`config.mk`:
```
export PLATFORM = sky130hd
export DESIGN_NAME = bst_tap_ctrl
export DESIGN_NICKNAME = d
export VERILOG_FILES = /design/src/rtl/bst_pkg.sv /design/src/rtl/bst_sync.sv /design/src/rtl/bst_tap_ctrl.sv
export VERILOG_INCLUDE_DIRS = /design/src /design/src/rtl
export SDC_FILE = /design/constraint.sdc
export NUM_CORES = 1
export LEC_CHECK = 0
export ABC_AREA = 0
export BUFFER_PORTS_ARGS = -buffer_cell sky130_fd_sc_hd__buf_4
export CAP_MARGIN = 20
export CORE_AREA = 5 5 90 92
export CTS_CLUSTER_SIZE = 8
export DETAILED_ROUTE_END_ITERATION = 8
export DIE_AREA = 0 0 95 97
export PLACE_DENSITY_LB_ADDON = 0.25
export SLEW_MARGIN = 20
export SYNTH_ARGS = -nofsm -noshare
export SYNTH_HDL_FRONTEND = slang
export SYNTH_SLANG_ARGS = --single-unit
```
`constraint.sdc`:
```
create_clock -name i_clk -period 6 [get_ports i_clk]
set_input_delay 0 -clock i_clk [delete_from_list [all_inputs] [get_ports i_clk]]
set_output_delay 0 -clock i_clk [all_outputs]
set_load 0.01 [all_outputs]
```
`src/rtl/bst_regs.svh`:
```
// constants of the boundary-scan test access port controller
`ifndef BST_REGS_SVH
`define BST_REGS_SVH
`define BST_IR_W          8
`define BST_BSR_W         18
`define BST_CTL_W         2
`define BST_SYNC_W        21
`define BST_IR_CAPTURE    8'h81
`define BST_IR_RESET      8'hFF
`define BST_CTL_RESET     2'h2
`define BST_RESET_TMS     5
`define BST_OP_EXTEST     7'h00
`define BST_OP_SAMPLE     7'h02
`define BST_OP_INTEST     7'h03
`define BST_OP_HIGHZ      7'h06
`define BST_OP_CLAMP      7'h07
`define BST_OP_RUNT       7'h09
`define BST_OP_SEL_CTL    7'h0A
`endif

```
`src/rtl/bst_pkg.sv`:
```
// types of the boundary-scan test access port controller
package bst_pkg;
    // gray sequence along the usual walk through the sixteen states
    typedef enum logic [3:0] {
        BST_RESET    = 4'h0,
        BST_IDLE     = 4'h1,
        BST_SEL_DR   = 4'h3,
        BST_CAP_DR   = 4'h2,
        BST_SHIFT_DR = 4'h6,
        BST_EXIT1_DR = 4'h7,
        BST_PAUSE_DR = 4'h5,
        BST_EXIT2_DR = 4'h4,
        BST_UPD_DR   = 4'hC,
        BST_SEL_IR   = 4'hD,
        BST_CAP_IR   = 4'hF,
        BST_SHIFT_IR = 4'hE,
        BST_EXIT1_IR = 4'hA,
        BST_PAUSE_IR = 4'hB,
        BST_EXIT2_IR = 4'h9,
        BST_UPD_IR   = 4'h8
    } bst_state_type;

    // data register placed in the scan path
    typedef enum logic [1:0] {
        BST_DR_BYPASS   = 2'h0,
        BST_DR_BOUNDARY = 2'h1,
        BST_DR_CONTROL  = 2'h2
    } bst_dr_type;
endpackage

```
`src/rtl/bst_sync.sv`:
```
// two-flop synchroniser for the test pins
module bst_sync #(
    parameter int WIDTH = 1
) (
    input  wire logic             i_clk,
    input  wire logic             i_reset,
    input  wire logic [WIDTH-1:0] i_async,
    output logic      [WIDTH-1:0] o_sync
);
    logic [WIDTH-1:0] meta_r;
    logic [WIDTH-1:0] meta_nxt;
    logic [WIDTH-1:0] sync_nxt;

    // first stage feeds only the second
    always_comb begin
        meta_nxt = i_async;
        sync_nxt = meta_r;
    end

    always_ff @(posedge i_clk or posedge i_reset) begin
        if (i_reset) begin
            meta_r <= '0;
            o_sync <= '0;
        end else begin
            meta_r <= meta_nxt;
            o_sync <= sync_nxt;
        end
    end
endmodule

```
`src/rtl/bst_tap_ctrl.sv`:
```
// test access port controller with instruction and data scan paths
`include "bst_regs.svh"

module bst_tap_ctrl (
    input  wire logic                  i_clk,
    input  wire logic                  i_reset,
    input  wire logic                  i_tck,
    input  wire logic                  i_tms,
    input  wire logic                  i_tdi,
    input  wire logic [`BST_BSR_W-1:0] i_bsr_capture,
    output logic                       o_tdo,
    output logic                       o_tdo_oe,
    output logic                       o_test_mode,
    output logic                       o_run_active,
    output logic [`BST_IR_W-1:0]       o_instr,
    output logic [`BST_CTL_W-1:0]      o_run_op,
    output logic [`BST_BSR_W-1:0]      o_bsr_hold
);
    import bst_pkg::*;

    localparam int ResetCycles = `BST_RESET_TMS;

    logic [`BST_SYNC_W-1:0] sync_s;
    logic                   tck_s;
    logic                   tms_s;
    logic                   tdi_s;
    logic [`BST_BSR_W-1:0]  cap_s;
    logic                   tck_d_r;
    logic                   tck_d_nxt;
    logic                   tck_rise;
    logic                   tck_fall;
    bst_state_type          state_r;
    bst_state_type          state_nxt;
    bst_dr_type             dr_sel;
    logic [`BST_IR_W-1:0]   ir_shift_r;
    logic [`BST_IR_W-1:0]   ir_shift_nxt;
    logic [`BST_BSR_W-1:0]  bsr_shift_r;
    logic [`BST_BSR_W-1:0]  bsr_shift_nxt;
    logic [`BST_CTL_W-1:0]  ctl_shift_r;
    logic [`BST_CTL_W-1:0]  ctl_shift_nxt;
    logic                   byp_r;
    logic                   byp_nxt;
    logic                   tdo_nxt;
    logic                   tdo_oe_nxt;
    logic                   test_mode_nxt;
    logic                   run_active_nxt;
    logic [`BST_IR_W-1:0]   instr_nxt;
    logic [`BST_CTL_W-1:0]  run_op_nxt;
    logic [`BST_BSR_W-1:0]  bsr_hold_nxt;
    logic [2:0]             tms_hi_r;
    logic [2:0]             tms_hi_nxt;

    // pins come from the tester's domain, so all pass two flops
    bst_sync #(
        .WIDTH(`BST_SYNC_W)
    ) u_sync (
        .i_clk  (i_clk),
        .i_reset(i_reset),
        .i_async({i_bsr_capture, i_tdi, i_tms, i_tck}),
        .o_sync (sync_s)
    );

    assign tck_s = sync_s[0];
    assign tms_s = sync_s[1];
    assign tdi_s = sync_s[2];
    assign cap_s = sync_s[`BST_SYNC_W-1:3];

    // tck edges seen on the system clock; tms and tdi share the same delay
    assign tck_rise = tck_s & ~tck_d_r;
    assign tck_fall = ~tck_s & tck_d_r;

    // standard transition table of the test access port
    function automatic bst_state_type next_state(input bst_state_type st, input logic tms);
        case (st)
            BST_RESET:    next_state = tms ? BST_RESET : BST_IDLE;
            BST_IDLE:     next_state = tms ? BST_SEL_DR : BST_IDLE;
            BST_SEL_DR:   next_state = tms ? BST_SEL_IR : BST_CAP_DR;
            BST_CAP_DR:   next_state = tms ? BST_EXIT1_DR : BST_SHIFT_DR;
            BST_SHIFT_DR: next_state = tms ? BST_EXIT1_DR : BST_SHIFT_DR;
            BST_EXIT1_DR: next_state = tms ? BST_UPD_DR : BST_PAUSE_DR;
            BST_PAUSE_DR: next_state = tms ? BST_EXIT2_DR : BST_PAUSE_DR;
            BST_EXIT2_DR: next_state = tms ? BST_UPD_DR : BST_SHIFT_DR;
            BST_UPD_DR:   next_state = tms ? BST_SEL_DR : BST_IDLE;
            BST_SEL_IR:   next_state = tms ? BST_RESET : BST_CAP_IR;
            BST_CAP_IR:   next_state = tms ? BST_EXIT1_IR : BST_SHIFT_IR;
            BST_SHIFT_IR: next_state = tms ? BST_EXIT1_IR : BST_SHIFT_IR;
            BST_EXIT1_IR: next_state = tms ? BST_UPD_IR : BST_PAUSE_IR;
            BST_PAUSE_IR: next_state = tms ? BST_EXIT2_IR : BST_PAUSE_IR;
            BST_EXIT2_IR: next_state = tms ? BST_UPD_IR : BST_SHIFT_IR;
            BST_UPD_IR:   next_state = tms ? BST_SEL_DR : BST_IDLE;
            default:      next_state = BST_RESET;
        endcase
    endfunction

    // opcode bit 7 is ignored; unknown codes fall back to bypass
    function automatic bst_dr_type dr_select(input logic [`BST_IR_W-1:0] ir);
        case (ir[6:0])
            `BST_OP_EXTEST,
            `BST_OP_SAMPLE,
            `BST_OP_INTEST:  dr_select = BST_DR_BOUNDARY;
            `BST_OP_SEL_CTL: dr_select = BST_DR_CONTROL;
            default:         dr_select = BST_DR_BYPASS;
        endcase
    endfunction

    function automatic logic is_test(input logic [`BST_IR_W-1:0] ir);
        case (ir[6:0])
            `BST_OP_EXTEST,
            `BST_OP_INTEST,
            `BST_OP_HIGHZ,
            `BST_OP_CLAMP,
            `BST_OP_RUNT:    is_test = 1'b1;
            default:         is_test = 1'b0;
        endcase
    endfunction

    assign dr_sel = dr_select(o_instr);

    // controller state advances only on a rising tck
    always_comb begin
        tck_d_nxt = tck_s;
        state_nxt = state_r;
        if (tck_rise) begin
            state_nxt = next_state(state_r, tms_s);
        end
    end

    always_ff @(posedge i_clk or posedge i_reset) begin
        if (i_reset) begin
            tck_d_r <= 1'b0;
            state_r <= BST_RESET;
        end else begin
            tck_d_r <= tck_d_nxt;
            state_r <= state_nxt;
        end
    end

    // shift stages: capture and shift on rising tck, pause simply holds
    always_comb begin
        ir_shift_nxt  = ir_shift_r;
        bsr_shift_nxt = bsr_shift_r;
        ctl_shift_nxt = ctl_shift_r;
        byp_nxt       = byp_r;
        if (tck_rise) begin
            case (state_r)
                BST_CAP_IR: begin
                    ir_shift_nxt = `BST_IR_CAPTURE;
                end
                BST_SHIFT_IR: begin
                    ir_shift_nxt = {tdi_s, ir_shift_r[`BST_IR_W-1:1]};
                end
                BST_CAP_DR: begin
                    case (dr_sel)
                        BST_DR_BOUNDARY: bsr_shift_nxt = cap_s;
                        BST_DR_CONTROL:  ctl_shift_nxt = ctl_shift_r;
                        default:         byp_nxt = 1'b0;
                    endcase
                end
                BST_SHIFT_DR: begin
                    case (dr_sel)
                        BST_DR_BOUNDARY: bsr_shift_nxt = {tdi_s, bsr_shift_r[`BST_BSR_W-1:1]};
                        BST_DR_CONTROL:  ctl_shift_nxt = {tdi_s, ctl_shift_r[1]};
                        default:         byp_nxt = tdi_s;
                    endcase
                end
                default: begin
                    // pause, exit and the rest keep the stages untouched
                    ir_shift_nxt = ir_shift_r;
                end
            endcase
        end
    end

    always_ff @(posedge i_clk or posedge i_reset) begin
        if (i_reset) begin
            ir_shift_r  <= `BST_IR_CAPTURE;
            bsr_shift_r <= '0;
            ctl_shift_r <= `BST_CTL_RESET;
            byp_r       <= 1'b0;
        end else begin
            ir_shift_r  <= ir_shift_nxt;
            bsr_shift_r <= bsr_shift_nxt;
            ctl_shift_r <= ctl_shift_nxt;
            byp_r       <= byp_nxt;
        end
    end

    // everything seen outside moves on falling tck, a half cycle after sampling
    always_comb begin
        tdo_nxt        = o_tdo;
        tdo_oe_nxt     = o_tdo_oe;
        instr_nxt      = o_instr;
        run_op_nxt     = o_run_op;
        bsr_hold_nxt   = o_bsr_hold;
        test_mode_nxt  = o_test_mode;
        run_active_nxt = o_run_active;
        if (tck_fall) begin
            // one path at a time: instruction in shift-ir, else the selected dr
            tdo_oe_nxt = (state_r == BST_SHIFT_IR) || (state_r == BST_SHIFT_DR);
            if (state_r == BST_SHIFT_IR) begin
                tdo_nxt = ir_shift_r[0];
            end else begin
                case (dr_sel)
                    BST_DR_BOUNDARY: tdo_nxt = bsr_shift_r[0];
                    BST_DR_CONTROL:  tdo_nxt = ctl_shift_r[0];
                    default:         tdo_nxt = byp_r;
                endcase
            end
            case (state_r)
                BST_RESET: begin
                    instr_nxt  = `BST_IR_RESET;
                    run_op_nxt = `BST_CTL_RESET;
                end
                BST_UPD_IR: begin
                    instr_nxt = ir_shift_r;
                end
                BST_UPD_DR: begin
                    // bypass has no shadow latch, so it updates nothing
                    if (dr_sel == BST_DR_BOUNDARY) begin
                        bsr_hold_nxt = bsr_shift_r;
                    end else if (dr_sel == BST_DR_CONTROL) begin
                        run_op_nxt = ctl_shift_r;
                    end
                end
                default: begin
                    instr_nxt = o_instr;
                end
            endcase
            test_mode_nxt  = (state_r != BST_RESET) && is_test(instr_nxt);
            run_active_nxt = (state_r == BST_IDLE)
                           && (instr_nxt[6:0] == `BST_OP_RUNT);
        end
    end

    always_ff @(posedge i_clk or posedge i_reset) begin
        if (i_reset) begin
            o_tdo        <= 1'b1;
            o_tdo_oe     <= 1'b0;
            o_instr      <= `BST_IR_RESET;
            o_run_op     <= `BST_CTL_RESET;
            o_bsr_hold   <= '0;
            o_test_mode  <= 1'b0;
            o_run_active <= 1'b0;
        end else begin
            o_tdo        <= tdo_nxt;
            o_tdo_oe     <= tdo_oe_nxt;
            o_instr      <= instr_nxt;
            o_run_op     <= run_op_nxt;
            o_bsr_hold   <= bsr_hold_nxt;
            o_test_mode  <= test_mode_nxt;
            o_run_active <= run_active_nxt;
        end
    end

    // helper: consecutive rising edges with tms high, saturating
    always_comb begin
        tms_hi_nxt = tms_hi_r;
        if (tck_rise) begin
            tms_hi_nxt = !tms_s ? 3'h0 : ((tms_hi_r == 3'h7) ? 3'h7 : tms_hi_r + 3'h1);
        end
    end

    always_ff @(posedge i_clk or posedge i_reset) begin
        if (i_reset) begin
            tms_hi_r <= 3'h0;
        end else begin
            tms_hi_r <= tms_hi_nxt;
        end
    end
endmodule

```
# After elaboration in Yosys (flattened, before gate mapping)

Cells that the tools add are included.
W data, S select, Z words.

Bits in registers: 108
Bits of input ports: 23
Output and inout port bits: 32

Equality and inequality tests: 31
Multiplexer cells: 30
Bitwise gates (word level): 4
Reduce and logical (&&, ||, !) cells: 23

Operators by type and width:

| cell                 | number |
|---|---|
| $pmux W4 S12         | 1 |
| $mux W18             | 2 |
| $pmux W18 S2         | 1 |
| $eq A4 B4 Y1 const B | 8 |
| $pmux W8 S2          | 2 |
| $eq A7 B2 Y1 const B | 3 |
| $eq A4 B3 Y1 const B | 4 |
| $mux W4              | 4 |
| $eq A7 B3 Y1 const B | 2 |
| $eq A7 B4 Y1 const B | 2 |
| $logic_not A7 Y1     | 2 |
| $reduce_and A4 Y1    | 3 |
| $mux W2              | 5 |
| $ne A2 B2 Y1 const B | 5 |
| $eq A4 B2 Y1 const B | 2 |
| $mux W1              | 8 |
| $mux W8              | 1 |
| $pmux W2 S2          | 2 |
| $mux W3              | 2 |
| $reduce_and A3 Y1    | 2 |
| $reduce_bool A2 Y1   | 3 |
| $reduce_or A2 Y1     | 3 |
| $reduce_or A3 Y1     | 2 |
| $reduce_or A5 Y1     | 1 |
| 13 further kinds     | 18 |

# Depth between registers and ports, before layout

Gate-level depths: netlist of run 1.

Word-level depth: 8
Gate-level depth with buffers: 9
Mapped depth without buffers: 9

# Cells and area by module

Synthesis of run 1 repeated with hierarchy kept, for this count alone.

Cell total of the unflattened synthesis: 338
Area total of the unflattened synthesis: 4261.6 µm²

Modules (own cells, without submodules):

| module       | instances | cells each | area an instance (µm²) | seq. area each (µm²) |
|---|---|---|---|---|
| bst_tap_ctrl | 1         | 295        | 3206.8                 | 1667.8 |
| bst_sync     | 1         | 43         | 1054.8                 | 1051.0 |

# Least setup slack after synthesis of run 1

Ideal clock, no wire load.

Kind: register to register
From: register o_instr[6]
To: register o_bsr_hold[0]
Setup time: 125 ps
Arrival time: 2042 ps
Required time: 5875 ps
Path slack: 3833 ps
Stages on the path, launching flop included: 8
Period minus slack after synthesis: 2167 ps
Cell sequence: dfstp_2 or4_1 nor3_1 ha_1 and3_1 buf_6 buf_12 mux2_4

Longest elaborated chain between the ends: 5

RTL lines:

| item                                                    | RTL line            | RTL |
|---|---|---|
| start: declaration                                      | bst_tap_ctrl.sv:15  | `` output logic [`BST_IR_W-1:0] o_instr, `` |
| start signal: assignment                                | bst_tap_ctrl.sv:239 | `` o_instr <= `BST_IR_RESET; `` |
| start signal: assignment                                | bst_tap_ctrl.sv:247 | `o_instr <= instr_nxt;` |
| $eq A7 B2 Y1 / $logic_not A7 Y1 (equally long branches) | bst_tap_ctrl.sv:97  | `case (ir[6:0])` |
| $reduce_or A3 Y1                                        | bst_tap_ctrl.sv:97  |  |
| $pmux W2 S2 *                                           | bst_tap_ctrl.sv:97  |  |
| $eq A2 B1 Y1 *                                          | bst_tap_ctrl.sv:219 | `if (dr_sel == BST_DR_BOUNDARY) begin` |
| $reduce_and A3 Y1 (no source line) *                    | -                   |  |
| end signal: assignment                                  | bst_tap_ctrl.sv:249 | `o_bsr_hold <= bsr_hold_nxt;` |
| end: declaration                                        | bst_tap_ctrl.sv:17  | `` output logic [`BST_BSR_W-1:0] o_bsr_hold `` |

Mark *: on every way between the ends. The rest lies on a longest branch, timed or not.
A chain may end at the register's enable or synchronous reset.

# Worst setup path after layout of run 1

From: register o_instr[6]
To: register o_bsr_hold[10]

Same word-level chain as after synthesis.

==> results.toml, run 1 <==
[synthesis]
yosys-top-cells-area = "dfrtp_1 (56%), dfstp_2 (8.1%), mux2i_1 (4.3%)"
synth_nets = 357
synth-simple-area-share_pct = 10.57
yosysTopAreaCell = "dfrtp_1"
seq_area_frac_synth_pct = 64.37
synth_xor_xnor_area_share_pct = 0.6220
async_flop_share_pct = 100.0
synth_cells = 332
synth-seq-cells = 108
synth-compound-area-share_pct = 9.360
syn_area_per_cell_um2 = 12.72
synth_top_family_by_area = "multiplexers"
synthMuxAreaShare_pct = 10.75
yosysWarnings = 0
synth_edf_count = 0
yosysUniqueCellTypes = 46
synth_top_cell_area_share_pct = 56.28
synth_adder_area_share_pct = 0.5924
syn_area_um2 = 4224
synthFlopType = "dfrtp_1"

[critical_path]
crit_arrival_ns = 3.20
critPathMaxFanout = 18
setup.worst_path.start = "o_instr[6]"
cp_num_buf_inv = 0
critical_path_class = "reg2reg"
required_ns = 6.25
cpMaxStageDelayCell = "and3_1"
critPathTopFamily = "simple AND/OR/NAND/NOR gates"
worstPathCellList = "or4_1 -> nor3_1 -> ha_1 -> and3_1 -> mux2_2"
start_kind = "flop"
reg2reg_from = "o_instr[6]"
end_kind = "flop"
max_stage_delay_ns = 0.89

[cells_and_area]
fin_area_um2 = 5076
area_delta_synth_final_pct = 20.17
final_cell_mix = "dfrtp_1 (95), buf_4 (55), nand2_1 (31)"
fin_util_pct = 71.13
stdcell_count = 508
drive_gt1_share_pct = 27.63
antenna_cells = 0
final_common_cell = "dfrtp_1"
fin_nets = 429

[grt]
grt_max_degree = 85
grt_overflow = 0
grt_pass1_vias = 2708
track_usage_pct = 18.38
antenna_found_initial = 0
grt_pass1_wl_um = 13280

[clock_tree]
cts.clk_slew.worst_paths_ns = 0.10
htree_levels = 3
numCtsBuffers = 9
cts_tree = "done"
cts-root-buf = "clkbuf_8"
clk_latency_ns = 0.36
cts.path.max_buffers = 2
cts_sinks = 108

[timing]
hold_slack_ns = 0.1543
slew_violations = 0
max_slew_margin_pct = 28.18
max_clock_freq_ghz = 0.3390
worstMarginPinSlew_ns = 1.077
fin_crit_sh_pct = 49.16
setup_violations = 0
min_period_ns = 2.949
finalHoldViolCount = 0
fin_skew_ns = 0.01288
fin_ws_ns = 3.051
rsz0062_at_grt = "false"
finalSetupTns_ns = 0

[floorplanning]
io_pins = 55
die_h_um = 97
die_w_um = 95
rows = 31
dieArea_um2 = 9215
start_util_pct = 59.19
core_um2 = 7137

[placed_design]
place_hpwl_um = 5043
placed_cells = 470
numPortBuffers = 54
gp_congestion = 0.8237
place_ws_ns = 3.041
dpl_cell_area_um2 = 4661

[route]
first_pass_iters = 4
via_count = 2679
routedWlPerCell_um = 15.29
avgViaCountPerCell = 5.274
drt_wl_total_um = 7765
drc = 0
antenna_left = 0
drt_iter0_drc = 138

[power_and_ir_drop]
peakVddDrop_mv = 0.1843
total_power_mw = 1.695
leakagePower_nw = 2.302
powerDensity_nw_per_um2 = 333.8

[hold_path]
hp-class = "in2async"

[outcome]
outcome = "completed"

[run]
maxCapViolations = 0
-- metal layers --
metal  track usage, %  wire length, µm  vias up  part of all wire, %
li1                 -                -     1294                    -
met1            26.56             3536     1328                   46
met5                0                0        -                    0
met2            27.60             3828       52                   49
met4            4.661               57        0                 0.73
met3            5.043              342        5                  4.4
-- report_power, final --
part	switching, mW	internal, mW	total (mW)
registers	0.120	0.830	0.951
clock network	0.239	0.168	0.408
logic	0.168	0.169	0.337
total	0.527	1.17	1.69
-- worst register-to-register path: stages, from the launching register on --
cell and delay (ns):
dfstp_2 0.40, or4_1 0.54, nor3_1 0.31, ha_1 0.28, and3_1 0.89, mux2_2 0.43
-- timing repair --
action                                 in CTS  in global routing
hold buffers                               22                  0
endpoints found under the hold margin      45                  0
buffers inserted                            0                  0
gates resized for setup                     0                  0
-- layout make-up --
type	instances	area [µm²]
Timing Repair Buffer	78	644.4
Multi-Input combinational cell	195	1353
Inverter	12	47.55
Sequential cell	108	2719
Clock buffer	11	141.4
Fill cell	507	2061
Clock inverter	5	47.55
Tap cell	99	123.9
-- cell families after synthesis --
kind of cell / count (synthesis)
AO/OA/AOI/OAI: 63
XOR/XNOR: 3
adder cells (fa/ha/maj): 2
buffers and inverters: 29
flip-flops: 108
multiplexers: 39
AND/OR/NAND/NOR: 88
-- registers in the layout, indices dropped and copies added, names as in the netlist, 4 cells and up --
register and count:
state_r 4, u_sync.o_sync 21, ir_shift_r 8, o_bsr_hold 18, bsr_shift_r 18, o_instr 8
u_sync.meta_r 21
-- synthesized netlist by cell type, types with 2 or more instances --
cell type,count
nand4_1,4
or4_1,2
mux2_4,10
mux2_2,11
dfrtp_1,95
a31oi_1,7
o21ai_0,8
and3_1,2
a22oi_1,2
nand2_1,32
clkbuf_1,6
ha_1,2
o21ai_1,20
mux2i_1,18
nand4b_1,2
a21boi_0,2
buf_2,5
nand3_1,4
o31ai_1,3
buf_4,3
nor2_1,20
a22o_1,7
nor3_2,2
a21oi_1,6
buf_6,2
nand2b_1,5
xnor2_1,3
nor3_1,4
dfstp_2,13
inv_1,12
nor2b_1,5
-- final timing paths --
path	endpoint	slack, ns	cells after the start
max	o_bsr_hold[10]	3.05	5
min	u_sync.o_sync[16]	0.15	3
max reg2reg	o_bsr_hold[10]	3.05	5
min reg2reg	u_sync.o_sync[12]	0.35	0
max in group asynchronous	o_bsr_hold[6]	4.85	4
min in group i_clk	u_sync.meta_r[20]	0.27	2
Note: power is estimated with default switching activity, not from simulation.
==> run 2: changes to the inputs <==
--- a/config.mk
+++ b/config.mk
@@ -9,10 +9,10 @@
 export ABC_AREA = 0
 export BUFFER_PORTS_ARGS = -buffer_cell sky130_fd_sc_hd__buf_4
 export CAP_MARGIN = 20
-export CORE_AREA = 5 5 90 92
+export CORE_AREA = 5 5 98 100
 export CTS_CLUSTER_SIZE = 8
 export DETAILED_ROUTE_END_ITERATION = 8
-export DIE_AREA = 0 0 95 97
+export DIE_AREA = 0 0 103 105
 export PLACE_DENSITY_LB_ADDON = 0.25
 export SLEW_MARGIN = 20
 export SYNTH_ARGS = -nofsm -noshare
==> constraint.sdc (replaced) <==
create_clock -name i_clk -period 2.5 [get_ports i_clk]
set_input_delay 0 -clock i_clk [delete_from_list [all_inputs] [get_ports i_clk]]
set_output_delay 0 -clock i_clk [all_outputs]
set_load 0.01 [all_outputs]
==> run 2 against run 1 <==
Final cell count grew 2.6%; sequential share of layout area shrank 0.93 points; register-to-register slack lost 2.9 ns; sequential cell count is the same; hold slack gained 0.12 ns; clock skew is essentially flat; maximum frequency grew 26%; combinational power grew to 2.5 times the previous value; via count grew 0.82%; power grew 150%; routed wire length grew 0.46%; largest power group unchanged; highest routed layer unchanged.
==> results.toml, run 2 (same netlist as run 1, synthesis figures left out) <==
[outcome]
outcome = "completed"

[grt]
grt_max_degree = 81
grt_overflow = 0
grt_pass1_wl_um = 13340
met2_usage_pct = 24.47
track_usage_pct = 15.78
busiest_layer = "met2"
grt_pass1_vias = 2686
use_met1_pct = 21.50
grtUsageMet3_pct = 3.864
antenna_found_initial = 0

[critical_path]
end_kind = "flop"
cpMaxStageDelayCell = "or4_1"
start_kind = "flop"
crit_arrival_ns = 2.58
critical_path_class = "reg2reg"
required_ns = 2.74
critPathMaxFanout = 18
worstPathCellList = "or4_1 -> nor3_1 -> ha_1 -> and3_1 -> buf_12 -> mux2_2"
max_stage_delay_ns = 0.56

[cells_and_area]
final_common_cell = "dfrtp_1"
fin_nets = 433
stdcell_count = 521
reg_top3 = "u_sync.meta_r (21), u_sync.o_sync (21)"
final_cell_mix = "dfrtp_1 (95), buf_4 (58), nand2_1 (32)"
drive_gt1_share_pct = 27.85
antenna_cells = 0
fin_area_um2 = 5166
area_delta_synth_final_pct = 22.30

[power_and_ir_drop]
powerDensity_nw_per_um2 = 820.0
swShare_pct = 28.95
total_power_mw = 4.237
p_switching_mw = 1.226
p_int_mw = 3.010
seqPwrFrac_pct = 52.9
leakagePower_nw = 2.331
peakVddDrop_mv = 0.3514
p_comb_share_pct = 20.1
power_frac_clock_pct = 27.0

[timing]
finalHoldViolCount = 0
finalSetupTns_ns = 0
max_slew_margin_pct = 56.87
max_clock_freq_ghz = 0.4282
setup_violations = 0
slew_violations = 0
min_period_ns = 2.335
fin_skew_ns = 0.01318
worstMarginPinSlew_ns = 0.6456
fin_crit_sh_pct = 93.41
rsz0062_at_grt = "false"

[route]
avgViaCountPerCell = 5.184
drt_wl_total_um = 7801
first_pass_iters = 4
routedWlPerCell_um = 14.97
drt_iter0_drc = 157
antenna_left = 0
via_count = 2701
drc = 0

[clock_tree]
cts_sinks = 108
numCtsBuffers = 9
cts_tree = "done"
cts.clk_slew.worst_paths_ns = 0.09
htree_levels = 3
ctsHoldBuffers = 22
clk_latency_ns = 0.36
post_cts_resized = 0
cts-root-buf = "clkbuf_8"
postCtsSetupBuffers = 0
cts.path.max_buffers = 2

[placed_design]
gp_congestion = 0.8410
numPortBuffers = 54
placed_cells = 483
place_hpwl_um = 5141
dpl_cell_area_um2 = 4728

[floorplanning]
rows = 34
dieArea_um2 = 10820
start_util_pct = 49.16
core_um2 = 8593
io_pins = 55
die_h_um = 105
die_w_um = 103

[run]
maxCapViolations = 0

[hold_path]
hp-class = "in2async"
[run 2: per-layer routing]
layer  wire (µm)  share of wire (%)  vias to the layer above
met5           0                  0                        -
met4         119                1.5                        0
met3         362                4.6                       10
met2        3857                 49                       61
met1        3461                 44                     1325
li1            -                  -                     1305
[run 2: worst max-delay path: cells and delay by family, from the launching register on]
| kind | cells | cell delay (ns) |
|---|---|---|
| simple gates | 3 | 1.03 |
| flops | 1 | 0.39 |
| mux | 1 | 0.35 |
| fa+ha+maj | 1 | 0.26 |
| buf+inv | 1 | 0.19 |
[run 2: final timing paths]
check | start | to | depth (start not counted) | slack (ns)
min in group i_clk | i_bsr_capture[13] | u_sync.meta_r[16] | 2 | 0.29
setup / recovery | o_instr[6] | o_bsr_hold[10] | 6 | 0.16
max in group asynchronous | i_reset | o_run_op[1] | 4 | 1.41
hold reg to reg | u_sync.meta_r[1] | u_sync.o_sync[1] | 0 | 0.34
hold / removal | i_reset | u_sync.meta_r[16] | 3 | 0.27
setup reg to reg | o_instr[6] | o_bsr_hold[10] | 6 | 0.16
[run 2: layout make-up]
cell class	instances	area [µm²]
Clock buffer	12	145.1
Clock inverter	4	72.57
Fill cell	689	3427
Inverter	12	48.80
Multi-Input combinational cell	195	1350
Sequential cell	108	2719
Tap cell	108	135.1
Timing Repair Buffer	82	695.7
[run 2: per-stage QoR]
step	setup WS (ns)	hold WS, ns	utilization [%]
after floorplan	0.3326	0.03143	-
after global placement	0.2186	0.1090	55.02
after detailed placement	0.1990	0.1103	55.02
after CTS	0.1730	0.2602	60.12
after global routing	0.08438	0.2636	60.12
final	0.1647	0.2707	60.12
[run 2: power groups by stage]
stage	Combinational, mW	Clock [mW]	Sequential (mW)
after floorplan	0.633	0	2.18
after global placement	0.824	0	2.26
after detailed placement	0.832	0	2.28
after CTS	0.862	1.17	2.24
after global routing	0.958	1.25	2.29
final	0.853	1.14	2.24
